<file path="src/design/lamp_pkg.sv">
package lamp_pkg;
    localparam int word_bits = 16;
    localparam int addr_bits = 5;
    localparam int addr_msb = 14;
    localparam int channels = 4;
    localparam logic [4:0] addr_ctrl = 5'h01;
    localparam logic [4:0] addr_select = 5'h00;
    localparam logic [15:0] word_reset = 16'h0000;
    localparam logic [3:0] on_reset = 4'h0;
    localparam logic [1:0] sel_reset = 2'h0;
    localparam logic [1:0] sel_status = 2'h0;
    localparam logic [1:0] sel_config = 2'h1;
    localparam logic [1:0] sel_inputs = 2'h2;
    localparam logic [15:0] wdog_reset = 16'h0000;
    localparam int wdog_ms = 310;
    localparam int clock_mhz = 100;
    localparam int wdog_cycles = wdog_ms * 1000 * clock_mhz;
    localparam logic [3:0] flag_width = 4'h7;
    typedef struct packed {
        logic cs_n;
        logic sclk;
        logic si;
    } spi_in_type;
    typedef struct packed {
        logic so;
        logic so_oe;
    } spi_out_type;
    typedef struct packed {
        logic [3:0] open_load;
        logic [3:0] short_bat;
        logic [3:0] over_cur;
        logic [3:0] severe;
        logic [3:0] thermal;
        logic uv;
        logic ov;
    } fault_type;
    typedef enum {st_sleep, st_normal, st_failsafe} mode_type;
endpackage

</file>
<file path="src/design/pin_sync.sv">
`timescale 1ns/1ns
`default_nettype none
module pin_sync #(
    parameter int width = 1
) (
    input wire logic clock,
    input wire logic rst,
    input wire logic [width-1:0] async_in,
    output logic [width-1:0] sync_out
);
    logic [width-1:0] meta_reg;
    logic [width-1:0] meta_next;
    logic [width-1:0] sync_reg;
    logic [width-1:0] sync_next;

    always_comb begin
        meta_next = async_in;
        sync_next = meta_reg;
    end

    always_ff @(posedge clock or posedge rst) begin
        if (rst) begin
            meta_reg <= '0;
            sync_reg <= '0;
        end else begin
            meta_reg <= meta_next;
            sync_reg <= sync_next;
        end
    end

    assign sync_out = sync_reg;
endmodule
`default_nettype wire

</file>
<file path="src/design/lamp_switch_spi_mode_control.sv">
`timescale 1ns/1ns
`default_nettype none
// Functional notes
// fault flag pin driven low while any fault exists, released otherwise.
// high wake input brings device out of sleep.
// reset input high wakes; low clears configuration, faults, enters sleep.
// reset input rising edge restarts the watchdog timer.
// with chip select high, clock and data ignored, output released.
// chip select rising edge writes received word to addressed register.
// chip select falling edge loads status into shift register.
// serial output driver enabled whenever chip select is low.
// master keeps serial clock low at every chip select transition.
// each data bit sampled on serial clock falling edge.
// serial output changes on each serial clock rising edge.
// master sends exactly sixteen bits per frame, msb first.
// five-bit address field of word selects target register.
// loss of logic supply enters fail-safe mode.
// open fail-safe select enables watchdog; timeout: outputs follow inputs.
// grounded fail-safe select disables watchdog; supply loss needs enable.
// normal mode outputs follow serial on bits, optionally pwm; code also ors in direct inputs not set in dir_dis_reg while pwm is off.
// fail-safe outputs follow direct inputs; config reverts to default; code keeps vdd_fail_en_reg in fail-safe.
// per-output fault flags reported through serial status word.
// watchdog timeout or supply failure enters fail-safe mode.
// output word reports status, configuration or inputs as selected.
// wake condition is reset or wake or any direct input.
// in sleep every configurable feature acts as if zero.
// captured status stays frozen in shift register for whole frame.
module lamp_switch_spi_mode_control #(
    parameter int wdog_limit = lamp_pkg::wdog_cycles
) (
    input wire logic clock,
    input wire logic rst,
    input wire lamp_pkg::spi_in_type spi_in,
    output lamp_pkg::spi_out_type spi_out,
    input wire logic reset_in,
    input wire logic wake_in,
    input wire logic failsafe_select_in,
    input wire logic vdd_fail_in,
    input wire logic [3:0] direct_in,
    input wire lamp_pkg::fault_type fault_in,
    input wire logic pwm_gate,
    output logic [3:0] high_side_output,
    output logic fault_flag_n,
    output logic fault_flag_oe,
    output logic awake,
    output logic failsafe
);
    // all pins except fault_in cross into the clock domain first
    localparam int sync_w = 12;
    logic [sync_w-1:0] sync_raw;
    logic [sync_w-1:0] sync_pins;
    logic cs_n_s;
    logic sclk_s;
    logic si_s;
    logic rst_s;
    logic wake_s;
    logic fsi_s;
    logic vdd_fail_s;
    logic pwm_s;
    logic [3:0] din_s;

    // select crosses inverted so it leaves reset at its idle high level
    assign sync_raw = {!spi_in.cs_n, spi_in.sclk, spi_in.si, reset_in,
        wake_in, failsafe_select_in, vdd_fail_in, pwm_gate, direct_in};

    pin_sync #(.width(sync_w)) u_sync (
        .clock(clock),
        .rst(rst),
        .async_in(sync_raw),
        .sync_out(sync_pins)
    );

    assign {cs_n_s, sclk_s, si_s, rst_s, wake_s, fsi_s, vdd_fail_s, pwm_s,
        din_s} = sync_pins ^ 12'h800;

    // edge history
    logic cs_n_d_reg;
    logic sclk_d_reg;
    logic rst_d_reg;
    logic cs_fall;
    logic cs_rise;
    logic sclk_fall;
    logic sclk_rise;
    logic rst_rise;
    logic wake_cond;

    assign cs_fall = cs_n_d_reg && !cs_n_s;
    assign cs_rise = !cs_n_d_reg && cs_n_s;
    assign sclk_fall = sclk_d_reg && !sclk_s && !cs_n_s;
    assign sclk_rise = !sclk_d_reg && sclk_s && !cs_n_s;
    assign rst_rise = !rst_d_reg && rst_s;
    assign wake_cond = rst_s || wake_s || (|din_s);

    // serial engine
    logic [15:0] rx_reg;
    logic [15:0] rx_next;
    logic [15:0] tx_reg;
    logic [15:0] tx_next;
    logic [4:0] bits_reg;
    logic [4:0] bits_next;
    logic so_reg;
    logic so_next;
    logic so_oe_reg;
    logic so_oe_next;
    logic first_reg;
    logic first_next;
    logic [15:0] status_word;

    // configuration
    logic [3:0] on_reg;
    logic [3:0] on_next;
    logic [3:0] dir_dis_reg;
    logic [3:0] dir_dis_next;
    logic pwm_en_reg;
    logic pwm_en_next;
    logic vdd_fail_en_reg;
    logic vdd_fail_en_next;
    logic [1:0] sel_reg;
    logic [1:0] sel_next;

    // mode and watchdog
    lamp_pkg::mode_type mode_reg;
    lamp_pkg::mode_type mode_next;
    logic [31:0] wdog_reg;
    logic [31:0] wdog_next;
    logic wdog_to_reg;
    logic wdog_to_next;
    logic [3:0] hs_reg;
    logic [3:0] hs_next;
    logic flag_n_reg;
    logic flag_n_next;
    logic flag_oe_reg;
    logic flag_oe_next;
    logic awake_reg;
    logic awake_next;
    logic fs_reg;
    logic fs_next;
    logic any_fault;
    logic fail;

    assign any_fault = (|fault_in.over_cur) || (|fault_in.thermal) ||
        (|fault_in.severe) || (|fault_in.short_bat) ||
        (|fault_in.open_load) || fault_in.uv || fault_in.ov;
    // watchdog only counts when the select pin floats high
    assign fail = (vdd_fail_s && vdd_fail_en_reg)
        || (wdog_to_reg && fsi_s);

    always_comb begin
        case (sel_reg)
            lamp_pkg::sel_config:
                status_word = {3'h1, pwm_en_reg, vdd_fail_en_reg,
                    3'h0, dir_dis_reg, on_reg};
            lamp_pkg::sel_inputs:
                status_word = {3'h2, 5'h00, rst_s, wake_s, fsi_s, vdd_fail_s,
                    din_s};
            default:
                status_word = {fault_in.over_cur | fault_in.severe,
                    fault_in.thermal, fault_in.open_load | fault_in.short_bat,
                    fault_in.uv, fault_in.ov,
                    mode_reg == lamp_pkg::st_failsafe, any_fault};
        endcase
    end

    always_comb begin
        rx_next = rx_reg;
        tx_next = tx_reg;
        bits_next = bits_reg;
        so_next = so_reg;
        so_oe_next = !cs_n_s;
        first_next = first_reg;
        if (cs_fall) begin
            tx_next = status_word;
            bits_next = 5'h00;
            so_next = status_word[15];
            first_next = 1'b1;
        end else if (sclk_rise) begin
            // first rising edge presents msb, later ones shift
            if (first_reg) begin
                first_next = 1'b0;
            end else begin
                tx_next = {tx_reg[14:0], 1'b0};
            end
            so_next = first_reg ? tx_reg[15] : tx_reg[14];
        end
        if (sclk_fall) begin
            rx_next = {rx_reg[14:0], si_s};
            if (bits_reg != 5'h1f) begin
                bits_next = bits_reg + 5'h01;
            end
        end
        if (cs_n_s) begin
            so_next = 1'b0;
        end
    end

    always_comb begin
        on_next = on_reg;
        dir_dis_next = dir_dis_reg;
        pwm_en_next = pwm_en_reg;
        vdd_fail_en_next = vdd_fail_en_reg;
        sel_next = sel_reg;
        // only complete 16-bit words are accepted
        if (cs_rise && bits_reg == 5'h10) begin
            case (rx_reg[lamp_pkg::addr_msb -: lamp_pkg::addr_bits])
                lamp_pkg::addr_ctrl: begin
                    on_next = rx_reg[3:0];
                    dir_dis_next = rx_reg[7:4];
                    pwm_en_next = rx_reg[8];
                    vdd_fail_en_next = rx_reg[9];
                end
                lamp_pkg::addr_select: begin
                    sel_next = rx_reg[1:0];
                end
                default: sel_next = sel_reg;
            endcase
        end
        if (mode_reg != lamp_pkg::st_normal) begin
            on_next = lamp_pkg::on_reset;
            dir_dis_next = lamp_pkg::on_reset;
            pwm_en_next = 1'b0;
            sel_next = lamp_pkg::sel_reset;
            if (mode_reg == lamp_pkg::st_sleep) begin
                vdd_fail_en_next = 1'b0;
            end
        end
        if (!rst_s) begin
            on_next = lamp_pkg::on_reset;
            dir_dis_next = lamp_pkg::on_reset;
            pwm_en_next = 1'b0;
            vdd_fail_en_next = 1'b0;
            sel_next = lamp_pkg::sel_reset;
        end
    end

    always_comb begin
        mode_next = mode_reg;
        wdog_next = wdog_reg;
        wdog_to_next = wdog_to_reg;
        hs_next = 4'h0;
        flag_n_next = !any_fault;
        flag_oe_next = any_fault;
        if (rst_rise || cs_rise) begin
            wdog_next = 32'h0;
            wdog_to_next = 1'b0;
        end else if (fsi_s && rst_s && wdog_reg < 32'(wdog_limit)) begin
            wdog_next = wdog_reg + 32'h1;
        end else if (fsi_s && rst_s) begin
            wdog_to_next = 1'b1;
        end
        if (!rst_s) begin
            wdog_to_next = 1'b0;
        end
        case (mode_reg)
            lamp_pkg::st_sleep: begin
                if (wake_cond) begin
                    mode_next = lamp_pkg::st_normal;
                end
            end
            lamp_pkg::st_normal: begin
                hs_next = ((din_s & ~dir_dis_reg) | on_reg) &
                    {4{!pwm_en_reg}} | (on_reg & {4{pwm_en_reg && pwm_s}});
                if (fail) begin
                    mode_next = lamp_pkg::st_failsafe;
                end
            end
            lamp_pkg::st_failsafe: begin
                hs_next = din_s;
                if (!fail) begin
                    mode_next = lamp_pkg::st_normal;
                end
            end
            default: mode_next = lamp_pkg::st_sleep;
        endcase
        if (!wake_cond) begin
            mode_next = lamp_pkg::st_sleep;
        end
        awake_next = (mode_next != lamp_pkg::st_sleep);
        fs_next = (mode_next == lamp_pkg::st_failsafe);
    end

    always_ff @(posedge clock or posedge rst) begin
        if (rst) begin
            cs_n_d_reg <= 1'b1;
            sclk_d_reg <= 1'b0;
            rst_d_reg <= 1'b0;
            rx_reg <= lamp_pkg::word_reset;
            tx_reg <= lamp_pkg::word_reset;
            bits_reg <= 5'h00;
            so_reg <= 1'b0;
            so_oe_reg <= 1'b0;
            first_reg <= 1'b0;
            on_reg <= lamp_pkg::on_reset;
            dir_dis_reg <= lamp_pkg::on_reset;
            pwm_en_reg <= 1'b0;
            vdd_fail_en_reg <= 1'b0;
            sel_reg <= lamp_pkg::sel_reset;
            mode_reg <= lamp_pkg::st_sleep;
            wdog_reg <= 32'h0;
            wdog_to_reg <= 1'b0;
            hs_reg <= 4'h0;
            flag_n_reg <= 1'b1;
            flag_oe_reg <= 1'b0;
            awake_reg <= 1'b0;
            fs_reg <= 1'b0;
        end else begin
            cs_n_d_reg <= cs_n_s;
            sclk_d_reg <= sclk_s;
            rst_d_reg <= rst_s;
            rx_reg <= rx_next;
            tx_reg <= tx_next;
            bits_reg <= bits_next;
            so_reg <= so_next;
            so_oe_reg <= so_oe_next;
            first_reg <= first_next;
            on_reg <= on_next;
            dir_dis_reg <= dir_dis_next;
            pwm_en_reg <= pwm_en_next;
            vdd_fail_en_reg <= vdd_fail_en_next;
            sel_reg <= sel_next;
            mode_reg <= mode_next;
            wdog_reg <= wdog_next;
            wdog_to_reg <= wdog_to_next;
            hs_reg <= hs_next;
            flag_n_reg <= flag_n_next;
            flag_oe_reg <= flag_oe_next;
            awake_reg <= awake_next;
            fs_reg <= fs_next;
        end
    end

    assign spi_out.so = so_reg;
    assign spi_out.so_oe = so_oe_reg;
    assign high_side_output = hs_reg;
    assign fault_flag_n = flag_n_reg;
    assign fault_flag_oe = flag_oe_reg;
    assign awake = awake_reg;
    assign failsafe = fs_reg;
endmodule
`default_nettype wire

</file>
<file path="config.mk">
export PLATFORM = sky130hd
export DESIGN_NAME = lamp_switch_spi_mode_control
export DESIGN_NICKNAME = d
export VERILOG_FILES = /design/src/design/lamp_pkg.sv /design/src/design/pin_sync.sv /design/src/design/lamp_switch_spi_mode_control.sv
export SDC_FILE = /design/constraint.sdc
export NUM_CORES = 1
export LEC_CHECK = 0
export ABC_AREA = 0
export BUFFER_PORTS_ARGS = -buffer_cell sky130_fd_sc_hd__buf_2
export CAP_MARGIN = 20
export CORE_ASPECT_RATIO = 0.6
export CORE_MARGIN = 2
export CORE_UTILIZATION = 64
export CTS_CLUSTER_SIZE = 28
export DETAILED_ROUTE_END_ITERATION = 7
export PLACE_DENSITY = 0.94
export SLEW_MARGIN = 20
export SYNTH_ARGS = -nofsm -noshare
export SYNTH_HDL_FRONTEND = slang
export SYNTH_HIERARCHICAL = 1
export SYNTH_SLANG_ARGS = --single-unit
</file>
<file path="constraint.sdc">
create_clock -name clock -period 8.7 [get_ports clock]
set_input_delay 0.87 -clock clock [delete_from_list [all_inputs] [get_ports clock]]
set_output_delay 0.87 -clock clock [all_outputs]
set_load 0.02 [all_outputs]
</file>
Word level (Yosys, flattened, before mapping):

Cells that the tools add are included.

* register bits: 151
* bits of input ports: 36
* output and inout bits: 10
* word-level logic and storage cells: 144

* add/subtract/negate cells: 2
* $lt $le $gt $ge: 1
* equal/unequal tests: 17
* mux-type cells: 45
* bitwise logic cells: 9
* reductions and logical operators: 46

Operator list (number)
* two-way mux 32 bit: 5
* one-hot mux 32 bit (3 select lines): 1
* equality test 32 x 3 -> 1 bit, second input constant: 2
* zero test 32 bit: 2
* two-way mux 16 bit: 3
* adder 32 x 1 -> 32 bit, second input constant: 1
* equality test 32 x 1 -> 1 bit, second input constant: 1
* equality test 32 x 2 -> 1 bit, second input constant: 1
* < comparator 32 x 25 -> 1 bit, second input constant: 1
* two-way mux 4 bit: 8
* != test 32 x 2 -> 1 bit, second input constant: 1
* one-hot mux 16 bit (2 select lines): 1
* nonzero test 32 bit: 1
* OR reduction 4 bit: 6
* two-way mux 1 bit: 19
* != test 3 bit, second input constant: 6
* OR 4 bit: 4
* two-way mux 5 bit: 3
* logical AND 1 bit: 13
* bitwise AND 4 bit: 3
* logical OR 1 bit: 10
* two-way mux 2 bit: 4
* one-hot mux 4 bit (2 select lines): 1
* AND reduction 2 bit: 4
* 12 further kinds: 19

Depth between registers and ports, before layout:

Gate-level depths: netlist of run 1.

* depth in word-level cells: 10
* depth in mapped cells: 8
* mapped depth without buffers: 7

Hierarchy:

Netlist of run 1, hierarchy kept.

By module, submodules not included
* lamp_switch_spi_mode_control: instances 1, cells an instance 521, area each 5617.9 um^2, sequential area each 3180.6 um^2
* pin_sync: instances 1, cells an instance 25, area each 604.3 um^2, sequential area each 600.6 um^2

Worst setup path after synthesis of run 1:

Ideal clock, no wire load.

* kind: flip-flop to flip-flop
* from: reg mode_reg[8]
* to: reg dir_dis_reg[0]
* setup time: 0.071 ns
* arrival time: 1.798 ns
* data required time: 8.629 ns
* setup slack: 6.830 ns
* stages on the path, launching flop included: 7
* buffers on the path: 1
* period minus slack after synthesis: 1.870 ns
* path through: dfrtp_1 > or4_1 > nor3_2 > nand4_2 > or3_1 > buf_6 > nor2_1

* cells in the longest elaborated chain, start to end: 3
* elaborated cells between the ends (all ways): 6
* classes of those cells: eq/ne: 3; mux: 2; reduce/logical: 1

RTL lines
* start: declaration: line lamp_switch_spi_mode_control.sv:122 `lamp_pkg::mode_type mode_reg;`
* start signal: assignment: line lamp_switch_spi_mode_control.sv:297 `mode_reg <= lamp_pkg::st_sleep;`
* start signal: assignment: line lamp_switch_spi_mode_control.sv:320 `mode_reg <= mode_next;`
* != test 32 x 2 -> 1 bit (*): line lamp_switch_spi_mode_control.sv:217 `if (mode_reg != lamp_pkg::st_normal) begin`
* != test 3 bit (no line) or two-way mux 4 bit (tied branches)
* AND reduction 2 bit (no line) or two-way mux 4 bit (tied branches)
* end signal: assignment: line lamp_switch_spi_mode_control.sv:293 `dir_dis_reg <= lamp_pkg::on_reset;`
* end signal: assignment: line lamp_switch_spi_mode_control.sv:316 `dir_dis_reg <= dir_dis_next;`
* end: declaration: line lamp_switch_spi_mode_control.sv:112 `logic [3:0] dir_dis_reg;`

Mark *: on every way between the ends. The rest lies on a longest branch, timed or not.
A chain may end at the register's enable or synchronous reset.

Final worst setup path of run 1:

* from: reg bits_reg[0]
* to: reg vdd_fail_en_reg

* cells in the longest elaborated chain, start to end: 6

RTL lines
* start: declaration: line lamp_switch_spi_mode_control.sv:99 `logic [4:0] bits_reg;`
* start signal: assignment: line lamp_switch_spi_mode_control.sv:311 `bits_reg <= bits_next;`
* equality test 5 bit (*): line lamp_switch_spi_mode_control.sv:203 `if (cs_rise && bits_reg == 5'h10) begin`
* logical AND 1 bit (*): line lamp_switch_spi_mode_control.sv:203
* two-way mux 1 bit (*): line lamp_switch_spi_mode_control.sv:203
* two-way mux 1 bit: line lamp_switch_spi_mode_control.sv:222 `if (mode_reg == lamp_pkg::st_sleep) begin`
* two-way mux 1 bit (*): line lamp_switch_spi_mode_control.sv:217
* two-way mux 1 bit (*): line lamp_switch_spi_mode_control.sv:226 `if (!rst_s) begin`
* net vdd_fail_en_next: line lamp_switch_spi_mode_control.sv:117 `logic vdd_fail_en_next;`
* end signal: assignment: line lamp_switch_spi_mode_control.sv:318 `vdd_fail_en_reg <= vdd_fail_en_next;`
* end: declaration: line lamp_switch_spi_mode_control.sv:116 `logic vdd_fail_en_reg;`

The timed path passes the listed nets; every way through them passes the cells marked *.

==> flow_metrics.env, run 1 <==
export IMPL_gp_congestion=0.892
export IMPL_avgSynthCellArea_sq_um=11.4
export IMPL_seq_power_share=0.454
export IMPL_cp_data_required_time_ns=9.00
export IMPL_status="finished, final reports clean"
export IMPL_synth_yosys_seq_area_share=0.608
export IMPL_synthCells=546
export IMPL_cts_hold_buf=0
export IMPL_tns_ns=0
export IMPL_synth_distinct_cells=53
export IMPL_crit_fanout=10
export IMPL_cts_tree="yes"
export IMPL_die_h_um=80.4
export IMPL_switching_share=0.228
export IMPL_grt_pass1_wl_um=23900
export IMPL_drcViolationCount=0
export IMPL_synth_edff_count=0
export IMPL_core_area_sq_um=9320
export IMPL_antenna_found_initial=0
export IMPL_dieArea_sq_um=10600
export IMPL_peakVddDrop_mv=0.182
export IMPL_htreeDepth=4
export IMPL_track_usage=0.300
export IMPL_hpwl_um=9200
export IMPL_fin_worst_skew_ns=0.00706
export IMPL_drtPass1Iterations=5
export IMPL_numCtsBuffers=17
export IMPL_ios=46
export IMPL_grt_met3_usage=0.0682
export IMPL_rsz0062_at_grt="no"
export IMPL_die_x_um=131
export IMPL_setup_viol=0
export IMPL_grt_pass1_vias=4837
export IMPL_p_int_mw=1.33
export IMPL_worst_pin_slew_ns=0.979
export IMPL_min_period_over_period=0.305
export IMPL_area_growth_pct=18.4
export IMPL_clk_path_buf_depth=2
export IMPL_use_met2=0.495
export IMPL_cp_end_kind="flop"
export IMPL_clk_latency_ns=0.42
export IMPL_p_leak_nw=3.41
export IMPL_p_per_area_nw_per_um2=234
export IMPL_clockPowerShare=0.493
export IMPL_path_clk_slew_ns=0.06
export IMPL_p_comb_frac=0.054
export IMPL_wire_per_inst_um=19.8
export IMPL_wl_um=15100
export IMPL_grt_busiest_layer="met2"
export IMPL_async_flop_share=1.00
export IMPL_grt_use_met1=0.380
export IMPL_cp_arrival_ns=2.95
export IMPL_synth_seq_cells=151
export IMPL_synth_ff_type="dfrtp_1"
export IMPL_period_needed_ns=2.66
export IMPL_cts_resized=0
export IMPL_numClockSinks=151
export IMPL_clock_fmax_mhz=377
export IMPL_grt_max_degree=82
export IMPL_maxCapViolCount=0
export IMPL_hp_class="flop to flop"
export IMPL_via_count=4872
export IMPL_ant_nets=0
export IMPL_portBuffers=45
export IMPL_grt_ovfl_total=0
export IMPL_viasPerCell=6.38
export IMPL_critPathKind="flop to flop"
export IMPL_netSwitchingPower_mw=0.393
export IMPL_drive_above_1_share=0.169
export IMPL_diodes=0
export IMPL_netlist_area_sq_um=6220
export IMPL_placed_cells=731
export IMPL_fin_cells=764
export IMPL_nNetsFinal=663
export IMPL_detail_route_iter0_violations=505
export IMPL_synth_warnings=6
export IMPL_relSlewSlack=0.346
export IMPL_startpoint_type="flop"
export IMPL_finalHoldViolCount=0
export IMPL_fp_row_count=27
export IMPL_post_cts_buffers=0
export IMPL_slew_viol_final=0
export IMPL_r2r_slack_ns=6.04
export IMPL_start_util=0.667
export IMPL_cts_root_buf="clkbuf_16"
## area by class of cell
class | count | area (sq um)
Clock inverter | 15 | 262
Tap cell | 130 | 163
Sequential cell | 151 | 3780
Inverter | 12 | 47.5
Multi-Input combinational cell | 388 | 2390
Timing Repair Buffer | 51 | 294
Clock buffer | 17 | 425
Fill cell | 540 | 1960
## power by group through the flow
| stage | clock network, mW | registers, mW | logic, mW |
|---|---|---|---|
| after floorplan | 0 | 0.777 | 0.0644 |
| after global placement | 0 | 0.785 | 0.0810 |
| after detailed placement | 0 | 0.790 | 0.0876 |
| after CTS | 0.858 | 0.779 | 0.0905 |
| after global routing | 0.890 | 0.784 | 0.103 |
| final | 0.850 | 0.782 | 0.0929 |
## cells by family after synthesis
logic type / synth area share
compound gates: 0.0999
simple gates: 0.169
flops: 0.608
other cells: 0.000603
fa+ha+maj: 0.0137
mux: 0.0822
xor+xnor: 0.00141
buf+inv: 0.0251
## metal layers
metal	routed length [um]	vias to the layer above
li1	-	2094
met1	6070	2410
met2	7350	314
met3	1240	54
met4	473	0
met5	0	-
## path summary, 6_finish.rpt
path                                               start                       endpoint  depth (start not counted)
setup / recovery                   bits_reg[0]$_DFF_PP0_      vdd_fail_en_reg$_DFF_PP0_                          6
hold / removal             u_sync/meta_reg[11]$_DFF_PP0_  u_sync/sync_out[11]$_DFF_PP0_                          0
setup reg to reg                   bits_reg[0]$_DFF_PP0_      vdd_fail_en_reg$_DFF_PP0_                          6
hold reg to reg            u_sync/meta_reg[11]$_DFF_PP0_  u_sync/sync_out[11]$_DFF_PP0_                          0
max in group asynchronous                            rst       wdog_reg[10]$_DFFE_PP0P_                          3
min in group asynchronous                            rst   u_sync/meta_reg[2]$_DFF_PP0_                          2
## metrics by stage
step           hold slack (ns)  power (mW)  instance area (sq um)  utilization  worst slack [ns]
6_report                 0.352        1.73                   7370        0.790              6.04
5_1_grt                  0.360        1.78                   7370        0.790              5.90
4_1_cts                  0.354        1.73                   7330        0.787              6.13
3_5_place_dp             0.340       0.878                   6650        0.713              6.26
3_3_place_gp             0.332       0.866                   6650        0.713              6.34
2_1_floorplan            0.331       0.841                   6330            -              4.45
## cells in the mapped netlist, drive strengths merged (3+ instances only)
cell	instances	area [sq um]
and4	6	52.6
nor4	14	103
a211oi	6	50.1
dfrtp	149	3730
a31oi	3	18.8
and3	8	50.1
inv	12	45.0
buf	10	58.8
o21ai	24	120
nand2b	7	43.8
mux2	17	191
ha	6	75.1
nand3	14	70.1
a221oi	5	43.8
nor3	10	55.1
nand4	17	113
nor2	53	199
a21oi	44	220
or3	7	43.8
or4	5	37.5
clkbuf	14	52.6
nor2b	4	25.0
o211ai	3	22.5
a22oi	3	22.5
and2	8	50.1
mux2i	32	320
nand2	37	139
## critical path: stages (launching register included)
cell and delay, ns:
dfrtp_1 0.42, inv_1 0.08, ha_1 0.14, nor4bb_1 0.43, nand4_1 0.76, mux2_2 0.56
o311a_1 0.14
## layout by cell type, fill, tap and decap left out, types with 3 or more instances in the layout
| cell type | n |
|---|---|
| dfrtp_1 | 149 |
| nor2_1 | 53 |
| buf_2 | 45 |
| a21oi_1 | 44 |
| nand2_1 | 37 |
| mux2i_1 | 32 |
| conb_1 | 30 |
| o21ai_0 | 21 |
| mux2_2 | 17 |
| clkbuf_16 | 17 |
| nand4_1 | 16 |
| nand3_1 | 14 |
| nor4_1 | 13 |
| inv_1 | 10 |
| nor3_1 | 9 |
| and3_1 | 8 |
| and2_1 | 8 |
| nand2b_1 | 7 |
| or3_1 | 7 |
| and4_1 | 6 |
| ha_1 | 6 |
| bufinv_16 | 6 |
| a211oi_1 | 5 |
| or4_1 | 5 |
| a221oi_1 | 5 |
| nor2b_1 | 4 |
| inv_6 | 4 |
| buf_4 | 4 |
| a22oi_1 | 3 |
| o211ai_1 | 3 |
| a31oi_1 | 3 |
| o21ai_1 | 3 |
| inv_8 | 3 |
Note: power is estimated with default switching activity, not from simulation.
==> run 2, diff against run 1 <==
Settings changed: ABC_AREA 0 to 1, CORE_UTILIZATION 64 to 60, PLACE_DENSITY 0.94 to 0.89.
Clock period 8.7 ns to 2.7 ns, I/O delays scaled along.
==> run 2 against run 1 <==
Compared with the run above: core utilization shrank 6.9 points; worst setup slack lost 5.3 ns; routed wire length up 4.6%; first-iteration DRC count decreased by 6.7%; global-route usage shrank 2.5 points; largest cell class unchanged; synthesized area is 9.8% higher; sequential share of layout area shrank 4.4 points; critical endpoint is now tx_reg[12]$_DFFE_PP0P_.
==> flow_metrics.env, run 2 <==
export IMPL_status="finished, final reports clean"
export IMPL_gp_congestion=0.957
export IMPL_slew_viol_final=0
export IMPL_cts_root_buf="clkbuf_16"
export IMPL_synth_area_leaders="dfrtp_1 (55%), nand2_1 (13%), nor2_1 (7.1%)"
export IMPL_clockPowerShare=0.460
export IMPL_clock_fmax_mhz=522
export IMPL_fin_worst_skew_ns=0.00921
export IMPL_cp_end_kind="flop"
export IMPL_muxShareOfSynthArea=0
export IMPL_cts_resized=0
export IMPL_synth_adder_area_share=0.0110
export IMPL_drive_above_1_share=0.127
export IMPL_wire_per_inst_um=14.9
export IMPL_hp_class="input pin to flop"
export IMPL_p_per_area_nw_per_um2=651
export IMPL_start_util=0.611
export IMPL_ant_nets=0
export IMPL_synth_distinct_cells=42
export IMPL_fin_cells=1062
export IMPL_setup_viol=0
export IMPL_synthSimpleGateAreaFrac=0.300
export IMPL_drtPass1Iterations=5
export IMPL_hpwl_um=10900
export IMPL_area_growth_pct=18.0
export IMPL_period_needed_ns=1.91
export IMPL_synth_top_family_by_area="simple AND/OR/NAND/NOR gates"
export IMPL_grt_pass1_vias=5262
export IMPL_fp_row_count=30
export IMPL_diodes=0
export IMPL_async_flop_share=1.00
export IMPL_cp_data_required_time_ns=3.04
export IMPL_portBuffers=45
export IMPL_tns_ns=0
export IMPL_htreeDepth=4
export IMPL_peakVddDrop_mv=0.473
export IMPL_rsz0062_at_grt="no"
export IMPL_worst_pin_slew_ns=0.548
export IMPL_die_h_um=86.7
export IMPL_grt_max_degree=43
export IMPL_switching_share=0.267
export IMPL_grt_ovfl_total=0
export IMPL_synth_warnings=6
export IMPL_critPathKind="flop to flop"
export IMPL_seq_power_share=0.474
export IMPL_die_x_um=142
export IMPL_final_common_cell="nand2_1"
export IMPL_numCtsBuffers=17
export IMPL_cp_arrival_ns=2.26
export IMPL_synthCells=812
export IMPL_dieArea_sq_um=12300
export IMPL_synth_compound_area_frac=0.0573
export IMPL_p_comb_frac=0.067
export IMPL_wl_um=15800
export IMPL_synth_yosys_seq_area_share=0.553
export IMPL_detail_route_iter0_violations=471
export IMPL_synth_seq_cells=151
export IMPL_antenna_found_initial=0
export IMPL_synth_ff_type="dfrtp_1"
export IMPL_netSwitchingPower_mw=1.40
export IMPL_crit_fanout=11
export IMPL_startpoint_type="flop"
export IMPL_post_synth_top_count_cell="nand2_1"
export IMPL_via_count=5717
export IMPL_drcViolationCount=0
export IMPL_min_period_over_period=0.709
export IMPL_cts_tree="yes"
export IMPL_track_usage=0.275
export IMPL_p_leak_nw=3.86
export IMPL_synth_xor_area_share=0.0192
export IMPL_synth_edff_count=0
export IMPL_yosysTopAreaCellShare=0.546
export IMPL_p_int_mw=3.84
export IMPL_ios=46
export IMPL_relSlewSlack=0.632
export IMPL_path_clk_slew_ns=0.07
export IMPL_grt_pass1_wl_um=25700
export IMPL_core_area_sq_um=11200
export IMPL_layout_common_cells="nand2_1 (229), dfrtp_1 (149), nor2_1 (129)"
export IMPL_avgSynthCellArea_sq_um=8.41
export IMPL_viasPerCell=5.38
export IMPL_finalHoldViolCount=0
export IMPL_netlist_top_cells_count="nand2_1 (229), dfrtp_1 (149), nor2_1 (129)"
export IMPL_nNetsFinal=947
export IMPL_fillers=822
export IMPL_clk_latency_ns=0.43
export IMPL_clk_path_buf_depth=2
export IMPL_post_synth_top_area_cell="dfrtp_1"
export IMPL_netlist_area_sq_um=6830
export IMPL_maxCapViolCount=0
export IMPL_placed_cells=1017
export IMPL_numClockSinks=151
[run 2: power by group through the flow]
stage / sequential, mW / clock [mW] / combinational [mW]
after floorplan: 2.49 / 0 / 0.241
after global placement: 2.52 / 0 / 0.323
after detailed placement: 2.52 / 0 / 0.334
after CTS: 2.48 / 2.43 / 0.350
after global routing: 2.50 / 2.54 / 0.405
final: 2.48 / 2.41 / 0.351
[run 2: cell families (layout without fill, tap and decap cells)]
kind of cell / after synthesis / count (layout)
xor+xnor: 15 / 15
compound gates: 64 / 64
simple gates: 479 / 479
buf+inv: 96 / 173
flops: 151 / 151
fa+ha+maj: 6 / 6
other cells: 1 / 30
[run 2: worst max-delay path, cell delays in order (launching register included)]
cell and delay (ns):
dfrtp_1 0.37, inv_1 0.05, ha_1 0.38, inv_1 0.31, nand2_1 0.19, nor2_1 0.30
nand2_1 0.11, o2111ai_1 0.11
[run 2: metrics by stage]
| step | power, mW | instance area (sq um) | utilization | hold slack [ns] | worst slack [ns] |
|---|---|---|---|---|---|
| finish | 5.25 | 8060 | 0.721 | 0.0301 | 0.786 |
| CTS | 5.26 | 8050 | 0.719 | 0.0176 | 0.802 |
| global route | 5.44 | 8060 | 0.721 | 0.0207 | 0.605 |
| detailed placement | 2.85 | 7320 | 0.654 | 0.315 | 0.814 |
| floorplan | 2.74 | 6940 | - | 0.285 | 0.864 |
| global placement | 2.84 | 7320 | 0.654 | 0.309 | 0.865 |
[run 2: worst paths after layout]
check	from	to	slack, ns	depth (start not counted)
worst max-delay path	sel_reg[0]$_DFFE_PP0P_	tx_reg[12]$_DFFE_PP0P_	0.79	7
worst min-delay path	spi_in[2]	u_sync/meta_reg[11]$_DFF_PP0_	0.03	2
worst max register to register	sel_reg[0]$_DFFE_PP0P_	tx_reg[12]$_DFFE_PP0P_	0.79	7
worst min register to register	u_sync/meta_reg[3]$_DFF_PP0_	u_sync/sync_out[3]$_DFF_PP0_	0.35	0
max in group asynchronous	rst	fault_flag_n$_DFF_PP1_	1.73	4
min in group asynchronous	rst	mode_reg[28]$_DFF_PP0_	0.41	3
[run 2: area by class of cell]
class / instances / area, sq um / area share
clock buffers: 17 / 425 / 0.0528
inverters: 77 / 293 / 0.0363
clock inverters: 15 / 183 / 0.0227
flip-flops and latches: 151 / 3780 / 0.469
well taps: 144 / 180 / 0.0223
multi-input cells: 594 / 2760 / 0.342
repair buffers: 64 / 443 / 0.0549
[run 2: timing repair]
action                                 4_1_cts  5_1_grt
endpoints found under the hold margin       26        0
hold buffers                                12        0
buffers inserted                             0        0
[run 2: per-layer routing]
layer | wire length, um | up-vias | global-route usage
met5 | 0 | - | 0
met4 | 285 | 0 | 0.0845
met3 | 1690 | 29 | 0.0950
met2 | 6600 | 282 | 0.383
met1 | 7250 | 2655 | 0.407
li1 | - | 2751 | -
